==> src/shared/adc_defs.svh <==
// Offsets, field positions, reset values and timing counts of the converter link
`ifndef ADC_DEFS_SVH
`define ADC_DEFS_SVH
`define CLK_PERIOD_NS 10
`define ODR_PERIOD_NS 2000
`define SETTLE_PERIODS 4
`define RESET_ONES 6'd40
`define RESET_WAIT_US 500
`define REG_STATUS 3'h0
`define REG_MODE 3'h1
`define REG_CONFIG 3'h2
`define REG_DATA 3'h3
`define COMM_WEN_N 7
`define COMM_READ 6
`define COMM_CREAD 2
`define CREAD_EXIT 8'h58
`define MODE_APPEND 20
`define CFG_PSEUDO 18
`define CFG_SHORT 17
`define CFG_TEMP 16
`define CFG_CHAN_LSB 8
`define CFG_BURN 7
`define CFG_UNIPOLAR 3
`define MODE_RESET 24'h080060
`define CFG_RESET 24'h000100
`define CHAN_TEMP 4'h8
`define CHAN_SHORT 4'h9
`define H_CMD 32'h00000000
`define H_WDATA 32'h00000004
`define H_RDATA 32'h00000008
`define H_STATUS 32'h0000000c
`define H_CFG 32'h00000010
`define CMD_RESET_BIT 16
`define H_HALF_DEF 8
`endif

==> src/shared/adc_pkg.sv <==
// Types shared by both ends of the converter link
`default_nettype none
package adc_pkg;
    // Serial engine state of the converter end
    typedef enum logic [1:0] {
        SER_COMM = 2'b00,
        SER_WRITE = 2'b01,
        SER_READ = 2'b10
    } ser_state_type;
    // Host frame state
    typedef enum logic [1:0] {
        H_IDLE = 2'b00,
        H_SETUP = 2'b01,
        H_LOW = 2'b10,
        H_HIGH = 2'b11
    } host_state_type;
endpackage
`default_nettype wire

==> src/shared/adc_if.sv <==
// Serial link between host and converter
`timescale 1ns/1ps
`default_nettype none
interface adc_if;
    logic cs_n;      // Chip select, low active
    logic sclk;      // Serial clock from host
    logic din;       // Host to converter data
    logic dout;      // Converter data / ready
    logic dout_oe;   // Converter drives dout
    logic dout_line; // Resolved line, pulled high when undriven
    assign dout_line = dout_oe ? dout : 1'b1;
    modport device (input cs_n, input sclk, input din,
        output dout, output dout_oe);
    modport host (output cs_n, output sclk, output din, input dout_line);
endinterface
`default_nettype wire

==> src/rtl/adc_device.sv <==
// Converter end: serial register port, output coding and channel sequencer
// Behaviour
// - Unipolar result is straight binary
// - Bipolar result is offset binary
// - Polarity bit picks the coding
// - Burnout pair follows enable bit and channel
// - Missing reference clamps result to ones
// - Channel enables, pseudo, temp, short honoured
// - Sequencer visits each enabled channel once
// - Status low nibble names result channel
// - Append bit adds status to data
// - Host sets append with several channels
// - Channel change resets filter, waits settling
// - Data readable while next channel converts
// - Settling is four data rate periods
// - Every transaction starts with command byte
// - Data moves on din/dout by sclk
// - Ready low on new word, high otherwise
// - Repeat reads allowed except continuous read
// - Chip select enables; tied low works
// - Host idles sclk high
// - Chip select fall presents first bit
// - Forty ones reset port and registers
// - Host waits 500 us after reset
//
// Local design decisions: the APB interface to the registers and the placing of the registers.
`timescale 1ns/1ps
`default_nettype none
`include "adc_defs.svh"
module adc_device #(
    parameter int ODR_CYCLES = `ODR_PERIOD_NS / `CLK_PERIOD_NS
) (
    input wire logic clk,
    input wire logic rst_n,
    input wire logic ce,
    adc_if.device link,
    input wire logic [23:0] sample_code,
    input wire logic missing_ref,
    output logic [3:0] channel_select,
    output logic filter_reset,
    output logic burnout_on,
    output logic [3:0] burnout_pair,
    output logic pseudo_diff
);
    // Cycles of settling on one channel
    localparam int SETTLE = `SETTLE_PERIODS * ODR_CYCLES;

    // Link synchronisers
    logic cs_s1_q, cs_s2_q;      // Chip select chain
    logic din_s1_q, din_s2_q;    // Data in chain
    logic sck_s1_q, sck_s2_q;    // Serial clock chain
    logic sck_s3_q;              // Previous clock level for edge find
    logic sck_rise, sck_fall;    // Clock edges in our domain

    // Serial engine state
    adc_pkg::ser_state_type st_q, st_d;
    logic [5:0] bits_q, bits_d;    // Bit count within a word
    logic [31:0] sh_q, sh_d;       // Outgoing shift word
    logic [23:0] in_q, in_d;       // Incoming shift word
    logic [2:0] addr_q, addr_d;    // Target register
    logic [5:0] len_q, len_d;      // Bits in current word
    logic [23:0] mode_q, mode_d;   // Mode register
    logic [23:0] cfg_q, cfg_d;     // Configuration register
    logic cread_q, cread_d;        // Continuous read active
    logic [5:0] ones_q, ones_d;    // Consecutive ones on din
    logic srst_q, srst_d;          // Soft reset pulse
    logic dout_q, dout_d;          // Registered serial output
    logic read_done;               // Data register read finished

    // Sequencer state
    logic [3:0] chan_q, chan_d;    // Channel under conversion
    logic [19:0] cnt_q, cnt_d;     // Settling counter
    logic [23:0] data_q, data_d;   // Data register
    logic [3:0] sch_q, sch_d;      // Channel id of data register
    logic rdy_q, rdy_d;            // New word waiting
    logic filt_q, filt_d;          // Filter reset pulse
    logic upd;                     // Data register loaded now
    logic [7:0] en;                // Channel enables
    logic [3:0] eff;               // Id of what is converted
    logic [23:0] coded;            // Coded result
    logic [7:0] status;            // Status register view

    // Nearest enabled channel after cur, cur itself last
    function automatic logic [3:0] next_chan(input logic [7:0] e,
        input logic [3:0] cur);
        logic [3:0] n;
        logic [2:0] idx;
        n = cur;
        for (int i = 8; i >= 1; i--)
        begin
            idx = cur[2:0] + 3'(i);
            if (e[idx])
                n = {1'b0, idx};
        end
        return n;
    endfunction

    // Register width by address
    function automatic logic [5:0] reg_len(input logic [2:0] a,
        input logic app);
        if (a == `REG_STATUS)
            return 6'd8;
        else if (a == `REG_DATA && app)
            return 6'd32;
        else
            return 6'd24;
    endfunction

    // Two flops on every link input before use
    always_ff @(posedge clk)
    begin
        if (!rst_n)
        begin
            {cs_s1_q, cs_s2_q} <= 2'b11;
            {din_s1_q, din_s2_q} <= 2'b00;
            {sck_s1_q, sck_s2_q, sck_s3_q} <= 3'b111;
        end
        else if (ce)
        begin
            {cs_s1_q, cs_s2_q} <= {link.cs_n, cs_s1_q};
            {din_s1_q, din_s2_q} <= {link.din, din_s1_q};
            {sck_s1_q, sck_s2_q, sck_s3_q} <= {link.sclk, sck_s1_q, sck_s2_q};
        end
    end
    // Edges only count while selected
    assign sck_rise = sck_s2_q && !sck_s3_q && !cs_s2_q;
    assign sck_fall = !sck_s2_q && sck_s3_q && !cs_s2_q;

    // Status and coding views
    assign en = cfg_q[`CFG_CHAN_LSB +: 8];
    assign status = {~rdy_q, 1'b0, missing_ref, 1'b0, sch_q};
    always_comb
    begin
        if (cfg_q[`CFG_SHORT])
            eff = `CHAN_SHORT;
        else if (cfg_q[`CFG_TEMP])
            eff = `CHAN_TEMP;
        else
            eff = chan_q;
        if (missing_ref)
            coded = 24'hffffff;
        else if (cfg_q[`CFG_UNIPOLAR])
            coded = sample_code;
        else
            coded = sample_code ^ 24'h800000;
    end

    // Sequencer next state
    always_comb
    begin
        chan_d = chan_q;
        cnt_d = cnt_q + 20'd1;
        data_d = data_q;
        sch_d = sch_q;
        rdy_d = rdy_q;
        filt_d = 1'b0;
        upd = 1'b0;
        if (read_done)
            rdy_d = 1'b0;
        if (!(|en) && !cfg_q[`CFG_TEMP] && !cfg_q[`CFG_SHORT])
            cnt_d = 20'd0;
        else if (cnt_q == 20'(SETTLE - 2))
            rdy_d = 1'b0;
        else if (cnt_q >= 20'(SETTLE - 1))
        begin
            upd = 1'b1;
            data_d = coded;
            sch_d = eff;
            rdy_d = 1'b1;
            cnt_d = 20'd0;
            chan_d = next_chan(en, chan_q);
            filt_d = 1'b1;
        end
    end

    // Sequencer registers
    always_ff @(posedge clk)
    begin
        if (!rst_n || (ce && srst_q))
        begin
            chan_q <= 4'h0;
            cnt_q <= 20'd0;
            data_q <= 24'h000000;
            sch_q <= 4'h0;
            rdy_q <= 1'b0;
            filt_q <= 1'b1;
        end
        else if (ce)
        begin
            chan_q <= chan_d;
            cnt_q <= cnt_d;
            data_q <= data_d;
            sch_q <= sch_d;
            rdy_q <= rdy_d;
            filt_q <= filt_d;
        end
    end

    // Serial engine next state
    always_comb
    begin
        logic [7:0] cmd;
        logic [23:0] word;
        logic [31:0] rv;
        cmd = {in_q[6:0], din_s2_q};
        word = {in_q[22:0], din_s2_q};
        rv = 32'h0;
        st_d = st_q;
        bits_d = bits_q;
        sh_d = sh_q;
        in_d = in_q;
        addr_d = addr_q;
        len_d = len_q;
        mode_d = mode_q;
        cfg_d = cfg_q;
        cread_d = cread_q;
        ones_d = ones_q;
        srst_d = 1'b0;
        read_done = 1'b0;
        if (cs_s2_q)
        begin
            st_d = adc_pkg::SER_COMM;
            bits_d = 6'd0;
        end
        else if (sck_rise)
        begin
            in_d = word;
            bits_d = bits_q + 6'd1;
            if (!din_s2_q)
                ones_d = 6'd0;
            else if (ones_q == `RESET_ONES - 6'd1)
            begin
                ones_d = 6'd0;
                srst_d = 1'b1;
            end
            else
                ones_d = ones_q + 6'd1;
            case (st_q)
                adc_pkg::SER_COMM:
                    if (bits_q == 6'd7)
                    begin
                        bits_d = 6'd0;
                        if (cread_q && cmd == `CREAD_EXIT)
                            cread_d = 1'b0;
                        else if (!cmd[`COMM_WEN_N])
                        begin
                            addr_d = cmd[5:3];
                            len_d = reg_len(cmd[5:3], mode_q[`MODE_APPEND]);
                            if (cmd[5:3] == `REG_STATUS)
                                rv = {status, 24'h0};
                            else if (cmd[5:3] == `REG_MODE)
                                rv = {mode_q, 8'h0};
                            else if (cmd[5:3] == `REG_CONFIG)
                                rv = {cfg_q, 8'h0};
                            else if (cmd[5:3] == `REG_DATA)
                                rv = {data_q, status};
                            else
                                rv = 32'h0;
                            if (!cmd[`COMM_READ])
                                st_d = adc_pkg::SER_WRITE;
                            else if (cmd[5:3] == `REG_DATA
                                && cmd[`COMM_CREAD])
                                cread_d = 1'b1;
                            else
                            begin
                                st_d = adc_pkg::SER_READ;
                                sh_d = rv;
                            end
                        end
                    end
                adc_pkg::SER_WRITE:
                    if (bits_q == len_q - 6'd1)
                    begin
                        st_d = adc_pkg::SER_COMM;
                        bits_d = 6'd0;
                        if (addr_q == `REG_MODE)
                            mode_d = word;
                        else if (addr_q == `REG_CONFIG)
                            cfg_d = word;
                    end
                default:
                    if (bits_q == len_q - 6'd1)
                    begin
                        st_d = adc_pkg::SER_COMM;
                        bits_d = 6'd0;
                        read_done = (addr_q == `REG_DATA);
                    end
            endcase
        end
        // First bit stands since the command; shift from the second on
        else if (sck_fall && st_q == adc_pkg::SER_READ && bits_q != 6'd0)
            sh_d = {sh_q[30:0], 1'b0};
        if (cread_q && upd)
        begin
            // New word replaces any unread one; read once only
            st_d = adc_pkg::SER_READ;
            // Status names the channel of the word now loaded
            sh_d = {data_d, 1'b0, 1'b0, missing_ref, 1'b0, sch_d};
            addr_d = `REG_DATA;
            len_d = reg_len(`REG_DATA, mode_q[`MODE_APPEND]);
            bits_d = 6'd0;
        end
        if (st_d == adc_pkg::SER_READ)
            dout_d = sh_d[31];
        else
            dout_d = ~rdy_d;
    end

    // Serial engine registers
    always_ff @(posedge clk)
    begin
        if (!rst_n || (ce && srst_q))
        begin
            st_q <= adc_pkg::SER_COMM;
            bits_q <= 6'd0;
            sh_q <= 32'h0;
            in_q <= 24'h0;
            addr_q <= 3'h0;
            len_q <= 6'd8;
            mode_q <= `MODE_RESET;
            cfg_q <= `CFG_RESET;
            cread_q <= 1'b0;
            ones_q <= 6'd0;
            srst_q <= 1'b0;
            dout_q <= 1'b1;
        end
        else if (ce)
        begin
            st_q <= st_d;
            bits_q <= bits_d;
            sh_q <= sh_d;
            in_q <= in_d;
            addr_q <= addr_d;
            len_q <= len_d;
            mode_q <= mode_d;
            cfg_q <= cfg_d;
            cread_q <= cread_d;
            ones_q <= ones_d;
            srst_q <= srst_d;
            dout_q <= dout_d;
        end
    end

    // Outputs
    assign link.dout = dout_q;
    assign link.dout_oe = ~cs_s2_q;
    assign channel_select = chan_q;
    assign filter_reset = filt_q;
    assign burnout_on = cfg_q[`CFG_BURN];
    assign burnout_pair = chan_q;
    assign pseudo_diff = cfg_q[`CFG_PSEUDO];
endmodule
`default_nettype wire

==> src/flat_wrapper.sv <==
// flat-port wrapper written by rule: the top's interface ports become plain ports
module adc_device_flat 
#(
    parameter int ODR_CYCLES = `ODR_PERIOD_NS / `CLK_PERIOD_NS
)
  (clk, rst_n, ce, sample_code, missing_ref, channel_select, filter_reset, burnout_on, burnout_pair, pseudo_diff, link_cs_n, link_sclk, link_din, link_dout, link_dout_oe);
  adc_if link_i ();
  input wire logic clk;
  input wire logic rst_n;
  input wire logic ce;
  input wire logic [23:0] sample_code;
  input wire logic missing_ref;
  output logic [3:0] channel_select;
  output logic filter_reset;
  output logic burnout_on;
  output logic [3:0] burnout_pair;
  output logic pseudo_diff;
  input wire logic [$bits(link_i.cs_n)-1:0] link_cs_n;
  input wire logic [$bits(link_i.sclk)-1:0] link_sclk;
  input wire logic [$bits(link_i.din)-1:0] link_din;
  output wire logic [$bits(link_i.dout)-1:0] link_dout;
  output wire logic [$bits(link_i.dout_oe)-1:0] link_dout_oe;
  assign link_i.cs_n = link_cs_n;
  assign link_i.sclk = link_sclk;
  assign link_i.din = link_din;
  assign link_dout = link_i.dout;
  assign link_dout_oe = link_i.dout_oe;
  adc_device #(.ODR_CYCLES(ODR_CYCLES)) u_core (.clk(clk), .rst_n(rst_n), .ce(ce), .link(link_i), .sample_code(sample_code), .missing_ref(missing_ref), .channel_select(channel_select), .filter_reset(filter_reset), .burnout_on(burnout_on), .burnout_pair(burnout_pair), .pseudo_diff(pseudo_diff));
endmodule
==> config.mk <==
export PLATFORM = sky130hd
export DESIGN_NAME = adc_device_flat
export DESIGN_NICKNAME = d
export VERILOG_FILES = /design/src/shared/adc_pkg.sv /design/src/shared/adc_if.sv /design/src/rtl/adc_device.sv /design/src/flat_wrapper.sv
export VERILOG_INCLUDE_DIRS = /design/src /design/src/shared
export SDC_FILE = /design/constraint.sdc
export NUM_CORES = 1
export LEC_CHECK = 0
export BUFFER_PORTS_ARGS = -buffer_cell sky130_fd_sc_hd__buf_2
export CORE_MARGIN = 2
export CORE_UTILIZATION = 50
export DETAILED_ROUTE_END_ITERATION = 12
export PLACE_DENSITY = 0.77
export SETUP_SLACK_MARGIN = 0.5
export SLEW_MARGIN = 10
export SYNTH_ARGS = -nofsm -noshare
export SYNTH_HDL_FRONTEND = slang
export SYNTH_SLANG_ARGS = --single-unit
==> constraint.sdc <==
create_clock -name clk -period 6.98 [get_ports clk]
set_input_delay 0.349 -clock clk [delete_from_list [all_inputs] [get_ports clk]]
set_output_delay 0.349 -clock clk [all_outputs]
set_load 0.01 [all_outputs]
# Yosys cells after proc, flatten, opt, wreduce, memory -nomap -nowiden
# Index checks and enable logic that the tools add are counted.
word_totals:
  reg_bits: 190
  inputBits: 31
  out_inout_bits: 13
  wordCells: 228
op_classes:
  n_addsub: 11
  magnitude_cmp: 9
  n_eq_ne: 24
  mux: 106
  bitwise_logic: 7
  n_reduce_logical: 44
ops:
  columns: ["operator", "count"]
  rows:
  - ["$mux W32", 14]
  - ["$mux W24", 5]
  - ["$mux W6", 18]
  - ["$mux W20", 3]
  - ["$mux W4", 13]
  - ["$lt A3 B4 Y1 const B", 8]
  - ["$mux W1", 28]
  - ["$bmux W1 S3", 8]
  - ["$mux W3", 7]
  - ["$add A20 B1 Y20 const B", 1]
  - ["$eq A20 B10 Y1 const B", 1]
  - ["$ge A20 B10 Y1 const B", 1]
  - ["$mux W2", 10]
  - ["$ne A3 B3 Y1 const B", 6]
  - ["$reduce_and A7 Y1", 2]
  - ["$logic_and A1 B1 Y1", 13]
  - ["$add A3 B3 Y3 const B", 4]
  - ["$add A6 B1 Y6 const B", 2]
  - ["$eq A3 B2 Y1 const B", 4]
  - ["$reduce_and A5 Y1", 2]
  - ["$reduce_bool A2 Y1", 5]
  - ["$reduce_and A9 Y1", 1]
  - ["$eq A8 B7 Y1 const B", 1]
  - ["$ne A2 B2 Y1 const B", 4]
  - ["other kinds (24)", 40]

# Logic depth before layout (Yosys ltp)
# Gate-level depths: netlist (run 1).
logic_depth:
  ltp_word: 15
  mapped_depth: 11
  ltp_nobuf: 8

# Worst setup path before layout (run 1)
# No wires, ideal clock.
synth_timing:
  path_kind: "reg2reg"
  start: "reg u_core.chan_q[1], in the netlist u_core.burnout_pair[1]"
  end: "reg u_core.chan_q[1], in the netlist u_core.burnout_pair[1]"
  setup_ns: 0.115
  arrival_time_ns: 3.252
  t_required_ns: 6.865
  slack_ns: 3.613
  stages_incl_launch_ff: 12
  n_path_buf: 3
  synth_period_minus_slack_ns: 3.367
  path_cell_list: "dfxtp_1 > clkbuf_1 > buf_1 > inv_1 > ha_1 > clkbuf_1 > mux4_2 > mux2_2 > nand2b_1 > o311a_1 > o21ai_1 > o21ba_1"
synth_between:
  elab_chain_len: 10
  elab_cells_between_ends: 30
  classes_between: "add/sub (7); mux (21); reduce/logical (2)"
synth_rtl:
  columns: ["item", "line_no", "source"]
  rows:
  - ["start, declared", "adc_device.sv:71", "logic [3:0] chan_q, chan_d;"]
  - ["start signal, assigned", "adc_device.sv:190", "chan_q <= chan_d;"]
  - ["$add A3 B3 Y3", "adc_device.sv:91", "idx = cur[2:0] + 3'(i);"]
  - ["$bmux W1 S3", "adc_device.sv:92", "if (e[idx])"]
  - ["$mux W1 (not written as such)", "adc_device.sv:92", null]
  - ["$mux W4 (7 in series)", "adc_device.sv:92", null]
# Parallel ways exist; a longest one is shown, timed or not. The select of a mux whose other input is x is not followed.
# A chain may end at the register's enable or synchronous reset.

# Worst setup path in the final report (run 1)
layout_timing:
  start: "reg u_core.chan_q[1], in the netlist u_core.burnout_pair[1]"
  end: "reg u_core.chan_q[0], in the netlist u_core.burnout_pair[0]"
# Same word-level chain as after synthesis.

==> impl_metrics.csv, run 1 <==
group,metric,value,unit
critical_path,slowest_stage,"dfxtp_1",
final_layout,antenna_cells,0,
timing,skew,12.8,ps
placement,dp_worst_setup_slack,3480,ps
clock_tree,clock-root-buffer,"clkbuf_16",
global_routing,grt_max_degree,87,
yosys,synthCells,1164,
final_layout,nets,1182,
yosys,yosys_warnings,0,
pwr,power,2.14,mW
pwr,p_sw,0.486,mW
critical_path,reg2reg_depth,8,
global_routing,grt_pass1_vias,7756,
timing,fmax,291,MHz
final_layout,fillers,1639,
drt,remaining_drc_errors,0,
global_routing,grt_remaining_overflow,0,
timing,fin_crit_sh,49.3,%
pwr,combinationalPowerShare,3.4,%
critical_path,crit_end,"u_core.burnout_pair[0]",
floorplanning,start_util,51.4,%
drt,ant_nets,0,
drt,drt_wl_total,25200,µm
yosys,yosys_most_used_dff,"dfxtp_1",
global_routing,grt.total_usage,25.6,%
floorplanning,die_area,0.0197,mm²
drt,first_iter_violations,955,
yosys,synthDistinctLibCells,83,
floorplanning,num_rows,49,
critical_path,critPathLaunchType,"register",
yosys,ys_ff_latch,186,
floorplanning,die_y,140,µm
pwr,swShare,22.8,%
yosys,synth_area,0.00929,mm²
timing,layout_setup_ws,3540,ps
drt,avgViaCountPerCell,6.23,
clock_tree,worst_skew_pair.late_latency,440,ps
timing,tightestPinTransition,1140,ps
drt,via_count,8613,
clock_tree,clock-sinks,186,
pwr,p_int,1.65,mW
critical_path,critical_path.max_fanout,18,
timing,slew_viol_final,0,
pwr,leakagePower,3.42,nW
critical_path,arrival,3770,ps
floorplanning,pin_count,44,
placement,dp_hpwl,15700,µm
clock_tree,cts_setup_buffers,0,
critical_path,crit_type,"reg2reg",
floorplanning,core,0.0181,mm²
clock_tree,cts_tree,"done",
final_layout,final_cell_mix,"nand2_1, dfxtp_1, a21oi_1",
critical_path,max_stage_delay,800,ps
final_layout,drive_above_1_share,12.5,%
yosys,postSynth.asyncResetShare,0,%
critical_path,rrSetupSlack,3540,ps
yosys,synth_edf_count,0,
yosys,syn_avg_cell_area,7.98,µm²
placement,post_dp_cell_area,0.00951,mm²
critical_path,timing.rr.start,"u_core.burnout_pair[1]",
final_layout,multi_input_area,0.00512,mm²
pwr,power.density,211,mW/mm²
min_path,holdCritPathClass,"in2reg",
critical_path,cp_num_cells,8,
critical_path,cp-startpoint,"u_core.burnout_pair[1]",
clock_tree,post_cts_resized,0,
final_layout,stdcell_area,0.0101,mm²
final_layout,seq_area,0.00372,mm²
timing,final_hold_viol_count,0,
timing,finalCriticalPeriod,3440,ps
clock_tree,htree_levels,4,
critical_path,worst_r2r_endpoint,"u_core.burnout_pair[0]",
flow_run,drv_cap,0,
critical_path,end_kind,"register",
outcome,status,"finished clean",
final_layout,final_common_cell,"nand2_1",
global_routing,grt_first_pass_wirelength,40700,µm
global_routing,antenna_found_initial,0,
drt,firstDrtPassIters,5,
clock_tree,hold_buffers,0,
pwr,clkPwrFrac,46.3,%
placement,place_congestion,0.904,
timing,final.setup.tns,0,ps
timing,slew-limit-headroom,23.9,%
drt,wl_per_cell,18.2,µm
clock_tree,path_clk_slew,70,ps
final_layout,area_growth,8.71,%
timing,rsz0062_at_grt,"false",
clock_tree,cts_buffer_depth,2,
critical_path,required,7310,ps
floorplanning,die_x,140,µm
clock_tree,cts_buffers,17,
critical_path,cp_top_family,"multiplexers",
pwr,worst_ir_drop_vdd,119,µV
placement,numPortBuffers,41,
critical_path,crit_buf_inv,1,
yosys,ys_seq_area_share,40.1,%
timing,finalSetupViolations,0,
pwr,seqPwrFrac,50.2,%
critical_path,crit_path_cell_trace,"inv_1 -> ha_1 -> mux4_2 -> mux2i_1 -> o21ai_0 -> a311oi_1 -> o311ai_0 -> o41ai_1",
registers in the layout, summed over array words and instances, names as in the netlist, 2 cells and up:
name                 count
u_core.addr_q            3
u_core.bits_q            6
u_core.burnout_pair      3
u_core.cfg_q            24
u_core.cnt_q            20
u_core.data_q           24
u_core.in_q             23
u_core.len_q             3
u_core.mode_q           24
u_core.ones_q            6
u_core.sch_q             4
u_core.sh_q             32
u_core.st_q              2
routing by layer:
layer  routed length (µm)  track usage, %
met3                 1990            5.40
met2                11300            39.0
met4                  639            9.14
met5                    0               0
met1                11300            36.0
worst register-to-register path, delay by kind of cell, from the launching register on:
kind | cells | cell delay, ps
muxes | 2 | 940
buffers and inverters | 1 | 210
DFF | 1 | 800
AOI/OAI and AO/OA | 4 | 820
adders and majority gates | 1 | 560
synthesized netlist by cell type, types with 3 or more instances:
cell type,instances,area share (%)
a211oi_1,30,2.4
a211oi_2,4,0.54
a21oi_1,143,7.7
a221oi_1,5,0.47
a22oi_1,20,1.6
a2bb2oi_1,5,0.47
a31oi_1,5,0.34
a32oi_1,8,0.75
and2_1,13,0.88
and3_1,11,0.74
buf_1,10,0.40
buf_2,12,0.65
buf_4,5,0.40
clkbuf_1,67,2.7
dfxtp_1,186,40
ha_1,8,1.1
inv_1,18,0.73
mux2_2,21,2.5
mux2i_1,17,1.8
mux4_2,11,2.7
nand2_1,220,8.9
nand2b_1,7,0.47
nand3_1,23,1.2
nand4_1,6,0.40
nand4b_1,3,0.28
nor2_1,97,3.9
nor2b_1,7,0.47
nor3_1,11,0.59
nor3b_1,7,0.57
nor4_1,4,0.27
o211ai_1,6,0.48
o21ai_0,89,4.8
o21ai_1,3,0.16
o311ai_0,3,0.28
o31a_1,4,0.38
or2_2,3,0.20
or3_1,6,0.40
or4_1,6,0.48
xnor2_1,5,0.47
metrics by stage:
stage | utilization [%] | hold slack, ps | cells
after floorplan | - | 420 | 1165
after global placement | 52.6 | 438 | 1353
after detailed placement | 52.6 | 441 | 1353
after CTS | 55.8 | 123 | 1383
after global routing | 55.8 | 147 | 1383
final | 55.8 | 128 | 1383
final cells by class:
type | instances | area share (%)
Multi-Input combinational cell | 864 | 50.7
Clock inverter | 13 | 1.65
Inverter | 19 | 0.706
Timing Repair Buffer | 55 | 3.07
Clock buffer | 17 | 4.21
Sequential cell | 186 | 36.9
Tap cell | 229 | 2.84
power by group through the flow:
stage / Combinational, mW / Clock [mW] / Sequential [mW]
after detailed placement: 0.0718 / 0 / 1.10
after CTS: 0.0722 / 0.994 / 1.07
after global routing: 0.0797 / 1.03 / 1.07
final: 0.0736 / 0.990 / 1.07
after global placement: 0.0715 / 0 / 1.10
after floorplan: 0.0492 / 0 / 1.09
cells by family after synthesis:
family,share of synthesized area [%]
AO/OA/AOI/OAI,24.4
buffers and inverters,5.17
multiplexers,7.04
adder cells (fa/ha/maj),1.08
other,0.0404
XOR/XNOR,0.808
flip-flops,40.1
AND/OR/NAND/NOR,21.4
how the worst min path moves through the flow:
stage / cells past startpoint / end / startpoint / slack [ps]
finish: 3 / u_core.cs_s1_q / link_cs_n / 130
global route: 3 / u_core.sck_s1_q / link_sclk / 150
CTS: 3 / u_core.cs_s1_q / link_cs_n / 120
detailed placement: 1 / u_core.cnt_q[18] / u_core.cnt_q[18] / 440
global placement: 1 / u_core.cnt_q[15] / u_core.cnt_q[15] / 440
floorplan: 1 / u_core.cnt_q[18] / u_core.cnt_q[18] / 420
(Power assumes the default switching activity.)
==> inputs of run 2 (changes only) <==
clock period = 3.29 ns   (was 6.98 ns; I/O delays follow)
==> impl_metrics.csv, run 2 (synthesis results as in run 1) <==
group,metric,value,unit
timing,hold-worst-slack,10.7,ps
final_layout,area_growth,11.4,%
timing,skew,9.41,ps
final_layout,antenna_cells,0,
global_routing,grt_max_degree,49,
timing,rsz0062_at_grt,"true",
timing,finalSetupViolations,0,
clock_tree,cts_setup_buffers,0,
pwr,worst_ir_drop_vdd,240,µV
final_layout,nets,1206,
pwr,p_sw,1.07,mW
global_routing,grt_remaining_overflow,0,
timing,tightestPinTransition,1020,ps
final_layout,largest_register_ffs,32,
pwr,combinationalPowerShare,4.0,%
global_routing,grt_pass1_vias,8111,
timing,final.setup.tns,0,ps
timing,slew_viol_final,0,
drt,firstDrtPassIters,5,
pwr,swShare,23.6,%
clock_tree,cts_tree,"done",
timing,final_hold_viol_count,0,
placement,dp_worst_setup_slack,449,ps
clock_tree,path_clk_slew,70,ps
floorplanning,die_x,140,µm
pwr,leakagePower,3.56,nW
final_layout,final_cell_mix,"nand2_1, dfxtp_1, a21oi_1",
global_routing,grt.total_usage,26.2,%
placement,place_congestion,0.920,
pwr,seqPwrFrac,49.8,%
timing,finalCriticalPeriod,2680,ps
drt,ant_nets,0,
clock_tree,worst_skew_pair.late_latency,440,ps
flow_run,drv_cap,0,
critical_path,critical_path.max_fanout,9,
clock_tree,cts_buffers,17,
critical_path,end_kind,"register",
placement,dp_hpwl,16400,µm
final_layout,final_util,57.2,%
final_layout,top_register,"u_core.sh_q",
pwr,power.density,440,mW/mm²
pwr,clkPwrFrac,46.2,%
critical_path,critPathLaunchType,"register",
outcome,status,"finished clean",
timing,fmax,373,MHz
floorplanning,die_area,0.0197,mm²
final_layout,layout.cells.non_filler,1409,
critical_path,crit_type,"reg2reg",
floorplanning,start_util,51.4,%
global_routing,grt_first_pass_wirelength,41800,µm
clock_tree,clock-root-buffer,"clkbuf_16",
final_layout,drive_above_1_share,14.5,%
placement,dp.cells,1371,
drt,wl_per_cell,18.2,µm
placement,numPortBuffers,41,
timing,layout_setup_ws,606,ps
drt,via_count,8717,
final_layout,final_common_cell,"nand2_1",
min_path,holdCritPathClass,"in2reg",
critical_path,required,3630,ps
floorplanning,pin_count,44,
drt,remaining_drc_errors,0,
clock_tree,htree_levels,4,
pwr,p_int,3.48,mW
global_routing,antenna_found_initial,0,
timing,fin_crit_sh,81.6,%
critical_path,arrival,3020,ps
floorplanning,core,0.0181,mm²
timing,slew-limit-headroom,32.0,%
clock_tree,cts_buffer_depth,2,
clock_tree,clock-sinks,186,
floorplanning,die_y,140,µm
drt,drt_wl_total,25600,µm
floorplanning,num_rows,49,
drt,first_iter_violations,792,
drt,avgViaCountPerCell,6.19,
[run 2: cell types whose count changed in the layout (fill, tap and decap cells not counted), moves of 2 or more]
cell and change:
buf_4 +16, dlygate4sd3_1 +6, clkinvlp_4 -2, inv_6 +2
or3_1 -2, or3_2 +2
[run 2: area by class of cell]
cell class / count / area (µm²)
Clock buffer: 18 / 439
Clock inverter: 14 / 159
Fill cell: 1616 / 7740
Inverter: 19 / 71.3
Multi-Input combinational cell: 864 / 5140
Sequential cell: 186 / 3720
Tap cell: 229 / 287
Timing Repair Buffer: 79 / 526
[run 2: worst max-delay path: stages (launching register included)]
cell and delay [ps]:
dfxtp_1 330, inv_1 90, ha_2 450, mux4_2 610
mux2_4 320, nand2b_1 170, o311a_1 320, o21ai_1 120
o21ba_1 160
[run 2: stage by stage]
stage,total power [mW],area (µm²)
final,4.55,10300
after global routing,4.67,10300
after CTS,4.56,10300
after detailed placement,2.49,9660
after global placement,2.49,9660
after floorplan,2.42,9330
[run 2: routing by layer]
| layer | vias up | wire length [µm] | part of all wire, % | track usage (%) |
|---|---|---|---|---|
| li1 | 4151 | - | - | - |
| met1 | 4128 | 11100 | 44 | 34.7 |
| met2 | 374 | 11700 | 46 | 42.3 |
| met3 | 64 | 2020 | 7.9 | 5.68 |
| met4 | 0 | 724 | 2.8 | 9.78 |
| met5 | - | 0 | 0 | 0 |
[run 2: final timing paths]
path	startpoint	endpoint	slack, ps	cells past startpoint
min	sample_code[11]	u_core.data_q[11]	10	3
max reg2reg	u_core.burnout_pair[0]	u_core.burnout_pair[1]	610	8
max	u_core.burnout_pair[0]	u_core.burnout_pair[1]	610	8
min reg2reg	u_core.mode_q[4]	u_core.mode_q[4]	450	2
[run 2: timing repair]
action	CTS	global route
hold buffers	6	0
pin swaps	0	0
hold endpoints to repair	5	0
resized for setup	1	9
setup endpoints to repair	1	81
[run 2: power by group through the flow]
stage	clock network, mW	registers, mW	logic, mW
6_report	2.10	2.27	0.181
5_1_grt	2.20	2.27	0.194
4_1_cts	2.11	2.27	0.177
3_5_place_dp	0	2.32	0.170
3_3_place_gp	0	2.32	0.170
2_1_floorplan	0	2.32	0.104
